File: config.mk
export PLATFORM = sky130hd
export DESIGN_NAME = cpw_output_stage
export DESIGN_NICKNAME = d
export VERILOG_FILES = /design/src/pkg/cpw_pkg.sv /design/src/design/cpw_deadtime.sv /design/src/design/cpw_output_stage.sv
export SDC_FILE = /design/constraint.sdc
export NUM_CORES = 1
export LEC_CHECK = 0
export BUFFER_PORTS_ARGS = -buffer_cell sky130_fd_sc_hd__buf_4
export CAP_MARGIN = 25
export CORE_ASPECT_RATIO = 0.75
export CORE_MARGIN = 3
export CORE_UTILIZATION = 56
export CTS_CLUSTER_SIZE = 10
export DETAILED_ROUTE_END_ITERATION = 16
export PLACE_DENSITY = 0.79
export SLEW_MARGIN = 20
export SYNTH_ARGS = -nofsm -noshare
export SYNTH_HDL_FRONTEND = slang
export SYNTH_HIERARCHICAL = 1
export SYNTH_SLANG_ARGS = --single-unit
File: constraint.sdc
create_clock -name aclk -period 9.81 [get_ports aclk]
set_input_delay 1.962 -clock aclk [delete_from_list [all_inputs] [get_ports aclk]]
set_output_delay 1.962 -clock aclk [all_outputs]
set_load 0.02 [all_outputs]
File: src/pkg/cpw_pkg.sv
// Constants shared by the complementary PWM output stage and its dead-time unit.
// Assumes a 32-bit AXI4-Lite register bus with byte addresses.
package cpw_pkg;
    localparam int          ADDR_W         = 8;
    localparam logic [7:0]  ADDR_GEN       = 8'h00;
    localparam logic [7:0]  ADDR_OUT       = 8'h04;
    localparam logic [7:0]  ADDR_DUTY      = 8'h08;
    localparam logic [7:0]  ADDR_MDUTY     = 8'h0c;
    localparam logic [7:0]  ADDR_PHASE     = 8'h10;
    localparam logic [7:0]  ADDR_MPER      = 8'h14;
    localparam logic [7:0]  ADDR_DT        = 8'h18;
    localparam logic [7:0]  ADDR_STAT      = 8'h1c;

    localparam int          GEN_IMM_BIT    = 0;
    localparam int          GEN_CENTER_BIT = 2;
    localparam int          GEN_DSEL_BIT   = 8;
    localparam int          GEN_ITB_BIT    = 9;
    localparam int          GEN_EN_BIT     = 15;

    localparam int          OUT_SYNC_BIT   = 0;
    localparam int          OUT_OVD_L_BIT  = 6;
    localparam int          OUT_OVD_H_BIT  = 7;
    localparam int          OUT_OVE_L_BIT  = 8;
    localparam int          OUT_OVE_H_BIT  = 9;
    localparam int          OUT_MODE_LSB   = 10;

    localparam int          STAT_H_BIT     = 16;
    localparam int          STAT_L_BIT     = 17;
    localparam int          STAT_PP_BIT    = 18;

    localparam logic [1:0]  MODE_COMPL     = 2'h0;
    localparam logic [1:0]  MODE_REDUN     = 2'h1;
    localparam logic [1:0]  MODE_PUSHPULL  = 2'h2;

    localparam logic [15:0] RST_GEN        = 16'h0000;
    localparam logic [15:0] RST_OUT        = 16'h0000;
    localparam logic [15:0] RST_DUTY       = 16'h0000;
    localparam logic [15:0] RST_PERIOD     = 16'h00ff;
    localparam logic [15:0] RST_DT         = 16'h0000;

    localparam logic [1:0]  RESP_OKAY      = 2'h0;
    localparam logic [1:0]  RESP_SLVERR    = 2'h2;

    typedef enum logic [1:0] {
        CPW_IDLE = 2'h1,
        CPW_RESP = 2'h2
    } cpw_bus_st_t;
endpackage

File: src/design/cpw_deadtime.sv
// Dead-time unit: turns the requested high/low levels into the output pair.
// Assumes requests come from flops on the same clock.
`timescale 1ns/1ps
module cpw_deadtime #(
    parameter int W = 16
) (
    input  wire logic         aclk,
    input  wire logic         aresetn,
    input  wire logic         dt_en,
    input  wire logic         req_h,
    input  wire logic         req_l,
    input  wire logic [W-1:0] dead_time,
    output logic              out_h,
    output logic              out_l
);
    import cpw_pkg::*;

    typedef struct packed {
        logic [W-1:0] cnt;
        logic         h;
        logic         l;
    } cpw_dt_st_t;

    cpw_dt_st_t s_q;
    cpw_dt_st_t s_d;
    logic       drop;

    always_comb
    begin
        s_d  = s_q;
        drop = (s_q.h && !req_h) || (s_q.l && !req_l);
        if (!dt_en)
        begin
            s_d.h   = req_h;
            s_d.l   = req_l;
            s_d.cnt = '0;
        end
        else if (drop)
        begin
            // Deassert at once, then hold both off for the programmed count
            if (!req_h)
                s_d.h = 1'b0;
            if (!req_l)
                s_d.l = 1'b0;
            s_d.cnt = dead_time;
        end
        else if (s_q.cnt != '0)
            s_d.cnt = s_q.cnt - 1'b1;
        else if (req_h && !s_q.l)
            s_d.h = 1'b1;
        else if (req_l && !s_q.h)
            s_d.l = 1'b1;
    end

    always_ff @(posedge aclk)
    begin
        if (!aresetn)
            s_q <= '0;
        else
            s_q <= s_d;
    end

    assign out_h = s_q.h;
    assign out_l = s_q.l;
endmodule

File: src/design/cpw_output_stage.sv
// Complementary PWM output stage with AXI4-Lite control registers.
// Assumes a single clock; the gate drivers sample the output pair.
`timescale 1ns/1ps
import cpw_pkg::*;

module cpw_output_stage #(
    parameter int W = 16
) (
    input  wire logic                      aclk,
    input  wire logic                      aresetn,
    input  wire logic [cpw_pkg::ADDR_W-1:0] s_axi_awaddr,
    input  wire logic                      s_axi_awvalid,
    output logic                           s_axi_awready,
    input  wire logic [31:0]               s_axi_wdata,
    input  wire logic [3:0]                s_axi_wstrb,
    input  wire logic                      s_axi_wvalid,
    output logic                           s_axi_wready,
    output logic [1:0]                     s_axi_bresp,
    output logic                           s_axi_bvalid,
    input  wire logic                      s_axi_bready,
    input  wire logic [cpw_pkg::ADDR_W-1:0] s_axi_araddr,
    input  wire logic                      s_axi_arvalid,
    output logic                           s_axi_arready,
    output logic [31:0]                    s_axi_rdata,
    output logic [1:0]                     s_axi_rresp,
    output logic                           s_axi_rvalid,
    input  wire logic                      s_axi_rready,
    output logic                           pwm_high_out,
    output logic                           pwm_low_out
);
    import cpw_pkg::*;

    typedef struct packed {
        cpw_bus_st_t       wst;
        logic              have_aw;
        logic              have_w;
        logic [ADDR_W-1:0] waddr;
        logic [31:0]       wdata;
        logic [3:0]        wstrb;
        logic [1:0]        bresp;
        cpw_bus_st_t       rst;
        logic [31:0]       rdata;
        logic [1:0]        rresp;
        logic [15:0]       gen;
        logic [15:0]       outc;
        logic [W-1:0]      duty;
        logic [W-1:0]      mduty;
        logic [W-1:0]      phase;
        logic [W-1:0]      mper;
        logic [W-1:0]      dtv;
        logic [W-1:0]      mcnt;
        logic              mdown;
        logic [W-1:0]      lcnt;
        logic              ldown;
        logic [W-1:0]      act_duty;
        logic              ovr_h;
        logic              ovr_l;
        logic              ovd_h;
        logic              ovd_l;
        logic              pp;
        logic              raw;
    } cpw_st_t;

    cpw_st_t     s_q;
    cpw_st_t     s_d;
    logic        req_h;
    logic        req_l;
    logic        dt_en;
    logic        out_h;
    logic        out_l;
    logic        en;
    logic        center;
    logic        bound;
    logic [W:0]  mstep;
    logic [W:0]  lstep;
    logic [W:0]  shifted;
    logic [W-1:0] cnt_sel;
    logic [W-1:0] dsrc;
    logic [1:0]  mode;

    function automatic logic mapped(input logic [ADDR_W-1:0] a);
        mapped = (a[ADDR_W-1:5] == '0);
    endfunction

    function automatic logic [31:0] merge(input logic [31:0] old, input logic [31:0] nw,
                                          input logic [3:0] strb);
        logic [31:0] r;
        r = old;
        for (int i = 0; i < 4; i++)
            if (strb[i])
                r[8*i +: 8] = nw[8*i +: 8];
        merge = r;
    endfunction

    // Returns {down, count} one step ahead; a zero period parks the count at zero
    function automatic logic [W:0] step(input logic [W-1:0] c, input logic dn,
                                        input logic [W-1:0] per, input logic ctr);
        logic [W:0] r;
        r = '0;
        if (per == '0)
            r = '0;
        else if (!ctr)
            r = {1'b0, (c >= per) ? {W{1'b0}} : W'(c + 1'b1)};
        else if (!dn)
            r = (c >= per) ? {1'b1, W'(c - 1'b1)} : {1'b0, W'(c + 1'b1)};
        else
            r = (c == '0) ? {1'b0, W'(c + 1'b1)} : {1'b1, W'(c - 1'b1)};
        step = r;
    endfunction

    function automatic logic [31:0] rd_word(input cpw_st_t s, input logic [ADDR_W-1:0] a,
                                            input logic oh, input logic ol);
        logic [31:0] r;
        r = '0;
        case (a[4:2])
            3'h0: r[15:0] = s.gen;
            3'h1: r[15:0] = s.outc;
            3'h2: r[W-1:0] = s.duty;
            3'h3: r[W-1:0] = s.mduty;
            3'h4: r[W-1:0] = s.phase;
            3'h5: r[W-1:0] = s.mper;
            3'h6: r[W-1:0] = s.dtv;
            3'h7:
            begin
                r[W-1:0]     = s.gen[GEN_ITB_BIT] ? s.lcnt : s.mcnt;
                r[STAT_H_BIT] = oh;
                r[STAT_L_BIT] = ol;
                r[STAT_PP_BIT] = s.pp;
            end
            default: r = '0;
        endcase
        rd_word = r;
    endfunction

    always_comb
    begin
        s_d     = s_q;
        en      = s_q.gen[GEN_EN_BIT];
        center  = s_q.gen[GEN_CENTER_BIT];
        mode    = s_q.outc[OUT_MODE_LSB +: 2];

        // Bus handshakes
        s_axi_awready = (s_q.wst == CPW_IDLE) && !s_q.have_aw;
        s_axi_wready  = (s_q.wst == CPW_IDLE) && !s_q.have_w;
        s_axi_bvalid  = (s_q.wst == CPW_RESP);
        s_axi_arready = (s_q.rst == CPW_IDLE);
        s_axi_rvalid  = (s_q.rst == CPW_RESP);
        if (s_axi_awvalid && s_axi_awready)
        begin
            s_d.have_aw = 1'b1;
            s_d.waddr   = s_axi_awaddr;
        end
        if (s_axi_wvalid && s_axi_wready)
        begin
            s_d.have_w = 1'b1;
            s_d.wdata  = s_axi_wdata;
            s_d.wstrb  = s_axi_wstrb;
        end
        if (s_q.wst == CPW_IDLE && s_q.have_aw && s_q.have_w)
        begin
            s_d.have_aw = 1'b0;
            s_d.have_w  = 1'b0;
            s_d.wst     = CPW_RESP;
            s_d.bresp   = mapped(s_q.waddr) ? RESP_OKAY : RESP_SLVERR;
            if (mapped(s_q.waddr))
            begin
                // Override bits stay writable whether or not the generator runs
                case (s_q.waddr[4:2])
                    3'h0: s_d.gen   = 16'(merge({16'h0000, s_q.gen}, s_q.wdata, s_q.wstrb));
                    3'h1: s_d.outc  = 16'(merge({16'h0000, s_q.outc}, s_q.wdata, s_q.wstrb));
                    3'h2: s_d.duty  = W'(merge(32'(s_q.duty), s_q.wdata, s_q.wstrb));
                    3'h3: s_d.mduty = W'(merge(32'(s_q.mduty), s_q.wdata, s_q.wstrb));
                    3'h4: s_d.phase = W'(merge(32'(s_q.phase), s_q.wdata, s_q.wstrb));
                    3'h5: s_d.mper  = W'(merge(32'(s_q.mper), s_q.wdata, s_q.wstrb));
                    3'h6: s_d.dtv   = W'(merge(32'(s_q.dtv), s_q.wdata, s_q.wstrb));
                    default: s_d.dtv = s_q.dtv;
                endcase
            end
        end
        else if (s_q.wst == CPW_RESP && s_axi_bready)
            s_d.wst = CPW_IDLE;

        if (s_axi_arvalid && s_axi_arready)
        begin
            s_d.rst   = CPW_RESP;
            s_d.rdata = mapped(s_axi_araddr) ? rd_word(s_q, s_axi_araddr, out_h, out_l) : '0;
            s_d.rresp = mapped(s_axi_araddr) ? RESP_OKAY : RESP_SLVERR;
        end
        else if (s_q.rst == CPW_RESP && s_axi_rready)
            s_d.rst = CPW_IDLE;

        // Time bases; a stopped generator holds both counters at zero
        mstep = step(s_q.mcnt, s_q.mdown, s_q.mper, center);
        lstep = step(s_q.lcnt, s_q.ldown, s_q.phase, center);
        s_d.mcnt  = en ? mstep[W-1:0] : '0;
        s_d.mdown = en & mstep[W];
        s_d.lcnt  = en ? lstep[W-1:0] : '0;
        s_d.ldown = en & lstep[W];

        // Master base in edge mode is offset by the phase, wrapped at the master period
        shifted = {1'b0, s_d.mcnt} + {1'b0, s_q.phase};
        if (shifted > {1'b0, s_q.mper})
            shifted = shifted - {1'b0, s_q.mper} - 1'b1;
        if (s_q.gen[GEN_ITB_BIT])
            cnt_sel = s_d.lcnt;
        else if (!center)
            cnt_sel = shifted[W-1:0];
        else
            cnt_sel = s_d.mcnt;
        bound = (cnt_sel == '0);

        dsrc = s_q.gen[GEN_DSEL_BIT] ? s_q.mduty : s_q.duty;
        if (s_q.gen[GEN_IMM_BIT])
            s_d.act_duty = dsrc;
        else if (bound)
            s_d.act_duty = dsrc;
        // New duty and count are compared together, so zero duty gives no sliver
        s_d.raw = en && (cnt_sel < s_d.act_duty);

        if (en && bound)
            s_d.pp = ~s_q.pp;
        else if (!en)
            s_d.pp = 1'b0;

        // Override pickup: each clock, or only at the period boundary
        if (!s_q.outc[OUT_SYNC_BIT] || bound)
        begin
            s_d.ovr_h = s_q.outc[OUT_OVE_H_BIT];
            s_d.ovr_l = s_q.outc[OUT_OVE_L_BIT];
            s_d.ovd_h = s_q.outc[OUT_OVD_H_BIT];
            s_d.ovd_l = s_q.outc[OUT_OVD_L_BIT];
        end

        case (mode)
            MODE_REDUN:
            begin
                req_h = s_q.raw;
                req_l = s_q.raw;
            end
            MODE_PUSHPULL:
            begin
                req_h = s_q.raw && !s_q.pp;
                req_l = s_q.raw && s_q.pp;
            end
            default:
            begin
                req_h = s_q.raw;
                req_l = en && !s_q.raw;
            end
        endcase
        dt_en = (mode != MODE_REDUN) && (mode != MODE_PUSHPULL);
        // Overrides feed the dead-time unit too, so a release still waits it out except in redundant and push-pull modes
        if (s_q.ovr_h)
            req_h = s_q.ovd_h;
        if (s_q.ovr_l)
            req_l = s_q.ovd_l;
    end

    always_ff @(posedge aclk)
    begin
        if (!aresetn)
        begin
            s_q       <= '0;
            s_q.wst   <= CPW_IDLE;
            s_q.rst   <= CPW_IDLE;
            s_q.gen   <= RST_GEN;
            s_q.outc  <= RST_OUT;
            s_q.duty  <= W'(RST_DUTY);
            s_q.mduty <= W'(RST_DUTY);
            s_q.phase <= W'(RST_PERIOD);
            s_q.mper  <= W'(RST_PERIOD);
            s_q.dtv   <= W'(RST_DT);
        end
        else
            s_q <= s_d;
    end

    cpw_deadtime #(
        .W         (W)
    ) u_dt (
        .aclk      (aclk),
        .aresetn   (aresetn),
        .dt_en     (dt_en),
        .req_h     (req_h),
        .req_l     (req_l),
        .dead_time (s_q.dtv),
        .out_h     (out_h),
        .out_l     (out_l)
    );

    assign s_axi_bresp  = s_q.bresp;
    assign s_axi_rdata  = s_q.rdata;
    assign s_axi_rresp  = s_q.rresp;
    assign pwm_high_out = out_h;
    assign pwm_low_out  = out_l;
endmodule

==> impl_metrics.ini <==
[setup_path]
reg2reg_from = s_q[40]$_SDFF_PN0_
critical_path_class = reg -> reg
cpMaxStageDelayCell = or4_4
worst-path-max-fanout = 12
start_kind = flop
r2r_end = s_q[0]$_SDFF_PN0_
reg2reg_slack_ps = 190
cp_slowest_stage_delay_ps = 600
critPathRequiredTime_ps = 10310
crit_start = s_q[40]$_SDFF_PN0_
cp_common_cell = buf_4
arrival_ps = 10120
crit_end = s_q[0]$_SDFF_PN0_
r2r_cells = 42
end_kind = flop

[sta]
period_needed_ps = 9620
tightest_slew_ps = 965
fmax_ghz = 0.104
drv_slew = 0
finalSetupViolations = 0
fin_crit_sh_pct = 98.1
max_slew_margin_pct = 35.4
hold_slack_ps = 464
hold_violations = 0
fin_skew_ps = 15.0
finalSetupTns_ps = 0

[synth]
synth_top_area_share_pct = 29.9
synth-seq-cells = 237
yosys_warnings = 6
synth_top_family_by_area = simple AND/OR/NAND/NOR gates
synthFlopType = dfxtp_1
synthMuxAreaShare_pct = 7.55
synthArstFlopShare_pct = 0
synth_area_leaders = dfxtp_1 (30%), ha_1 (6.9%), nand2_1 (6.7%)
synth_edf_count = 0
ys_seq_area_share_pct = 29.9
avgSynthCellArea_um2 = 8.01
synthCells = 1982
synthAdderAreaFrac_pct = 7.19
yosysTopAreaCell = dfxtp_1
synth_xor_xnor_area_share_pct = 3.20
synth-simple-area-share_pct = 23.9
synth_compound_area_share_pct = 21.8
syn_area_um2 = 15900
synth_cell_types = 93

[clock_tree]
clock_sinks = 237
cts-buffers-inserted = 28
path_clk_slew_ps = 60
cts_buffer_depth = 3
cts_tree = built
root_buffer = clkbuf_16
postCtsHoldBufs = 0
htree_levels = 1
clk_latency_ps = 560

[global_routing]
grt_max_degree = 110
grt.total_usage_pct = 34.7
grt_use_met3_pct = 12.6
grt.busiest_layer = met1
grt_pass1_vias = 14200
antenna_found_initial = 2
overflow = 0
use_met2_pct = 47.6
met1_usage_pct = 50.4
grt_pass1_wl_um = 83600

[route]
antenna_left = 0
wl_um = 55800
drc = 0
wl_per_cell_um = 23.1
firstDrtPassIters = 6
num_vias = 15600
drt_iter0_drc = 2139
avgViaCountPerCell = 6.44

[floorplan]
num_rows = 52
dieArea_um2 = 30400
io_pins = 102
die_x_um = 200
coreArea_um2 = 27500
die_h_um = 152
initial_utilization_pct = 57.8

[place]
gp_congestion = 1.02
port-buffer-count = 64
dpl_cell_area_um2 = 16800
hpwl_um = 42000

[hold_path]
hold_path.class = reg -> reg
min_path_cells = 2

[power]
ir_worst_vdd_uv = 129
leakage_nw = 6.99
power_density_nw_per_um2 = 128

[final_layout]
mostFrequentLayoutCells = nand2_1 (285), dfxtp_1 (237), buf_4 (169)
final_common_cell = nand2_1
final_layout_size_suffix_gt1_share_pct = 15.0
area_growth_pct = 12.9
nNetsFinal = 2186
fin_area_um2 = 17900
final_util_pct = 65.3

[status]
status = finished, final reports clean

[run]
drv_cap = 0
## sequential cells by signal, summed over array words and instances (netlist names)
signal	cells
center	1
en	1
mode	2
s_axi_bresp	1
s_axi_rdata	19
s_axi_rresp	1
s_q	194
u_dt/out_h	1
u_dt/out_l	1
u_dt/s_q	16
## how the worst min path moves through the flow
stage,start,end,slack (ps)
2_1_floorplan,s_q[150]$_SDFFE_PN0P_,s_q[150]$_SDFFE_PN0P_,440
3_3_place_gp,s_q[162]$_SDFFE_PN0P_,s_q[162]$_SDFFE_PN0P_,450
3_5_place_dp,s_q[161]$_SDFFE_PN0P_,s_q[161]$_SDFFE_PN0P_,460
4_1_cts,s_q[161]$_SDFFE_PN0P_,s_q[161]$_SDFFE_PN0P_,470
5_1_grt,s_axi_rdata[14]$_SDFFE_PN0P_,s_axi_rdata[14]$_SDFFE_PN0P_,490
6_report,s_axi_rdata[3]$_SDFFE_PN0P_,s_axi_rdata[3]$_SDFFE_PN0P_,460
## synthesized netlist by cell type (36+ instances only)
| master | instances |
|---|---|
| mux2i_1 | 86 |
| nand2_1 | 285 |
| ha_1 | 88 |
| a21boi_0 | 85 |
| buf_4 | 36 |
| nor2b_1 | 102 |
| dfxtp_1 | 237 |
| nand3_1 | 45 |
| a21oi_1 | 98 |
| inv_1 | 72 |
| clkbuf_1 | 95 |
| nor2_1 | 108 |
| o21ai_0 | 92 |
| xnor2_1 | 37 |
| nor3_1 | 36 |
## worst max-delay path: cells and delay by family, from the launching register on
kind,cells,cell delay [ps]
AO/OA/AOI/OAI,16,3340
flip-flops,1,320
multiplexers,1,210
buffers and inverters,8,1430
adder cells (fa/ha/maj),4,1260
XOR/XNOR,1,190
AND/OR/NAND/NOR,12,2790
## report_power, final
part,internal [mW],leakage [nW],total [mW],switching (mW)
Sequential,0.997,1.92,1.05,0.0527
Combinational,0.133,4.69,0.306,0.173
Clock,0.536,0.379,0.940,0.403
Total,1.67,6.99,2.30,0.629
## cells by family (layout without fill, tap and decap cells)
kind of cell             count (synthesis)  after routing
adder cells (fa/ha/maj)                 90             90
XOR/XNOR                                58             58
other                                    1             16
buffers and inverters                  230            276
AND/OR/NAND/NOR                        754            754
flip-flops                             237            237
AO/OA/AOI/OAI                          499            499
multiplexers                           113            113
## cell type report
class,count,area (um^2)
multi-input combinational,1529,10400
clock buffer,34,764
antenna,1,2.50
fill,2338,9530
sequential,237,4740
tap,378,473
timing repair buffer,169,1270
clock inverter,1,8.76
inverter,72,270
## through the flow
step           cells  total power [mW]  setup WS (ps)
6_report        2421              2.30            186
3_5_place_dp    2372              1.36           -284
5_1_grt         2420              2.37          -13.3
3_3_place_gp    2369              1.35           28.3
2_1_floorplan   1996              1.29            581
4_1_cts         2407              2.29           43.6
## routing by layer
layer  vias up  share of wire (%)
li1       7098                  -
met1      7370                 43
met2       977                 39
met3       138                 15
met4         4                3.7
met5         -              0.038
## repair_timing
item | CTS | global route
resized for setup | 5 | 37
buffers inserted | 0 | 11
setup endpoints to repair | 1 | 1
pin swaps | 1 | 19
endpoints found under the hold margin | 0 | 0
(Power assumes the default switching activity.)
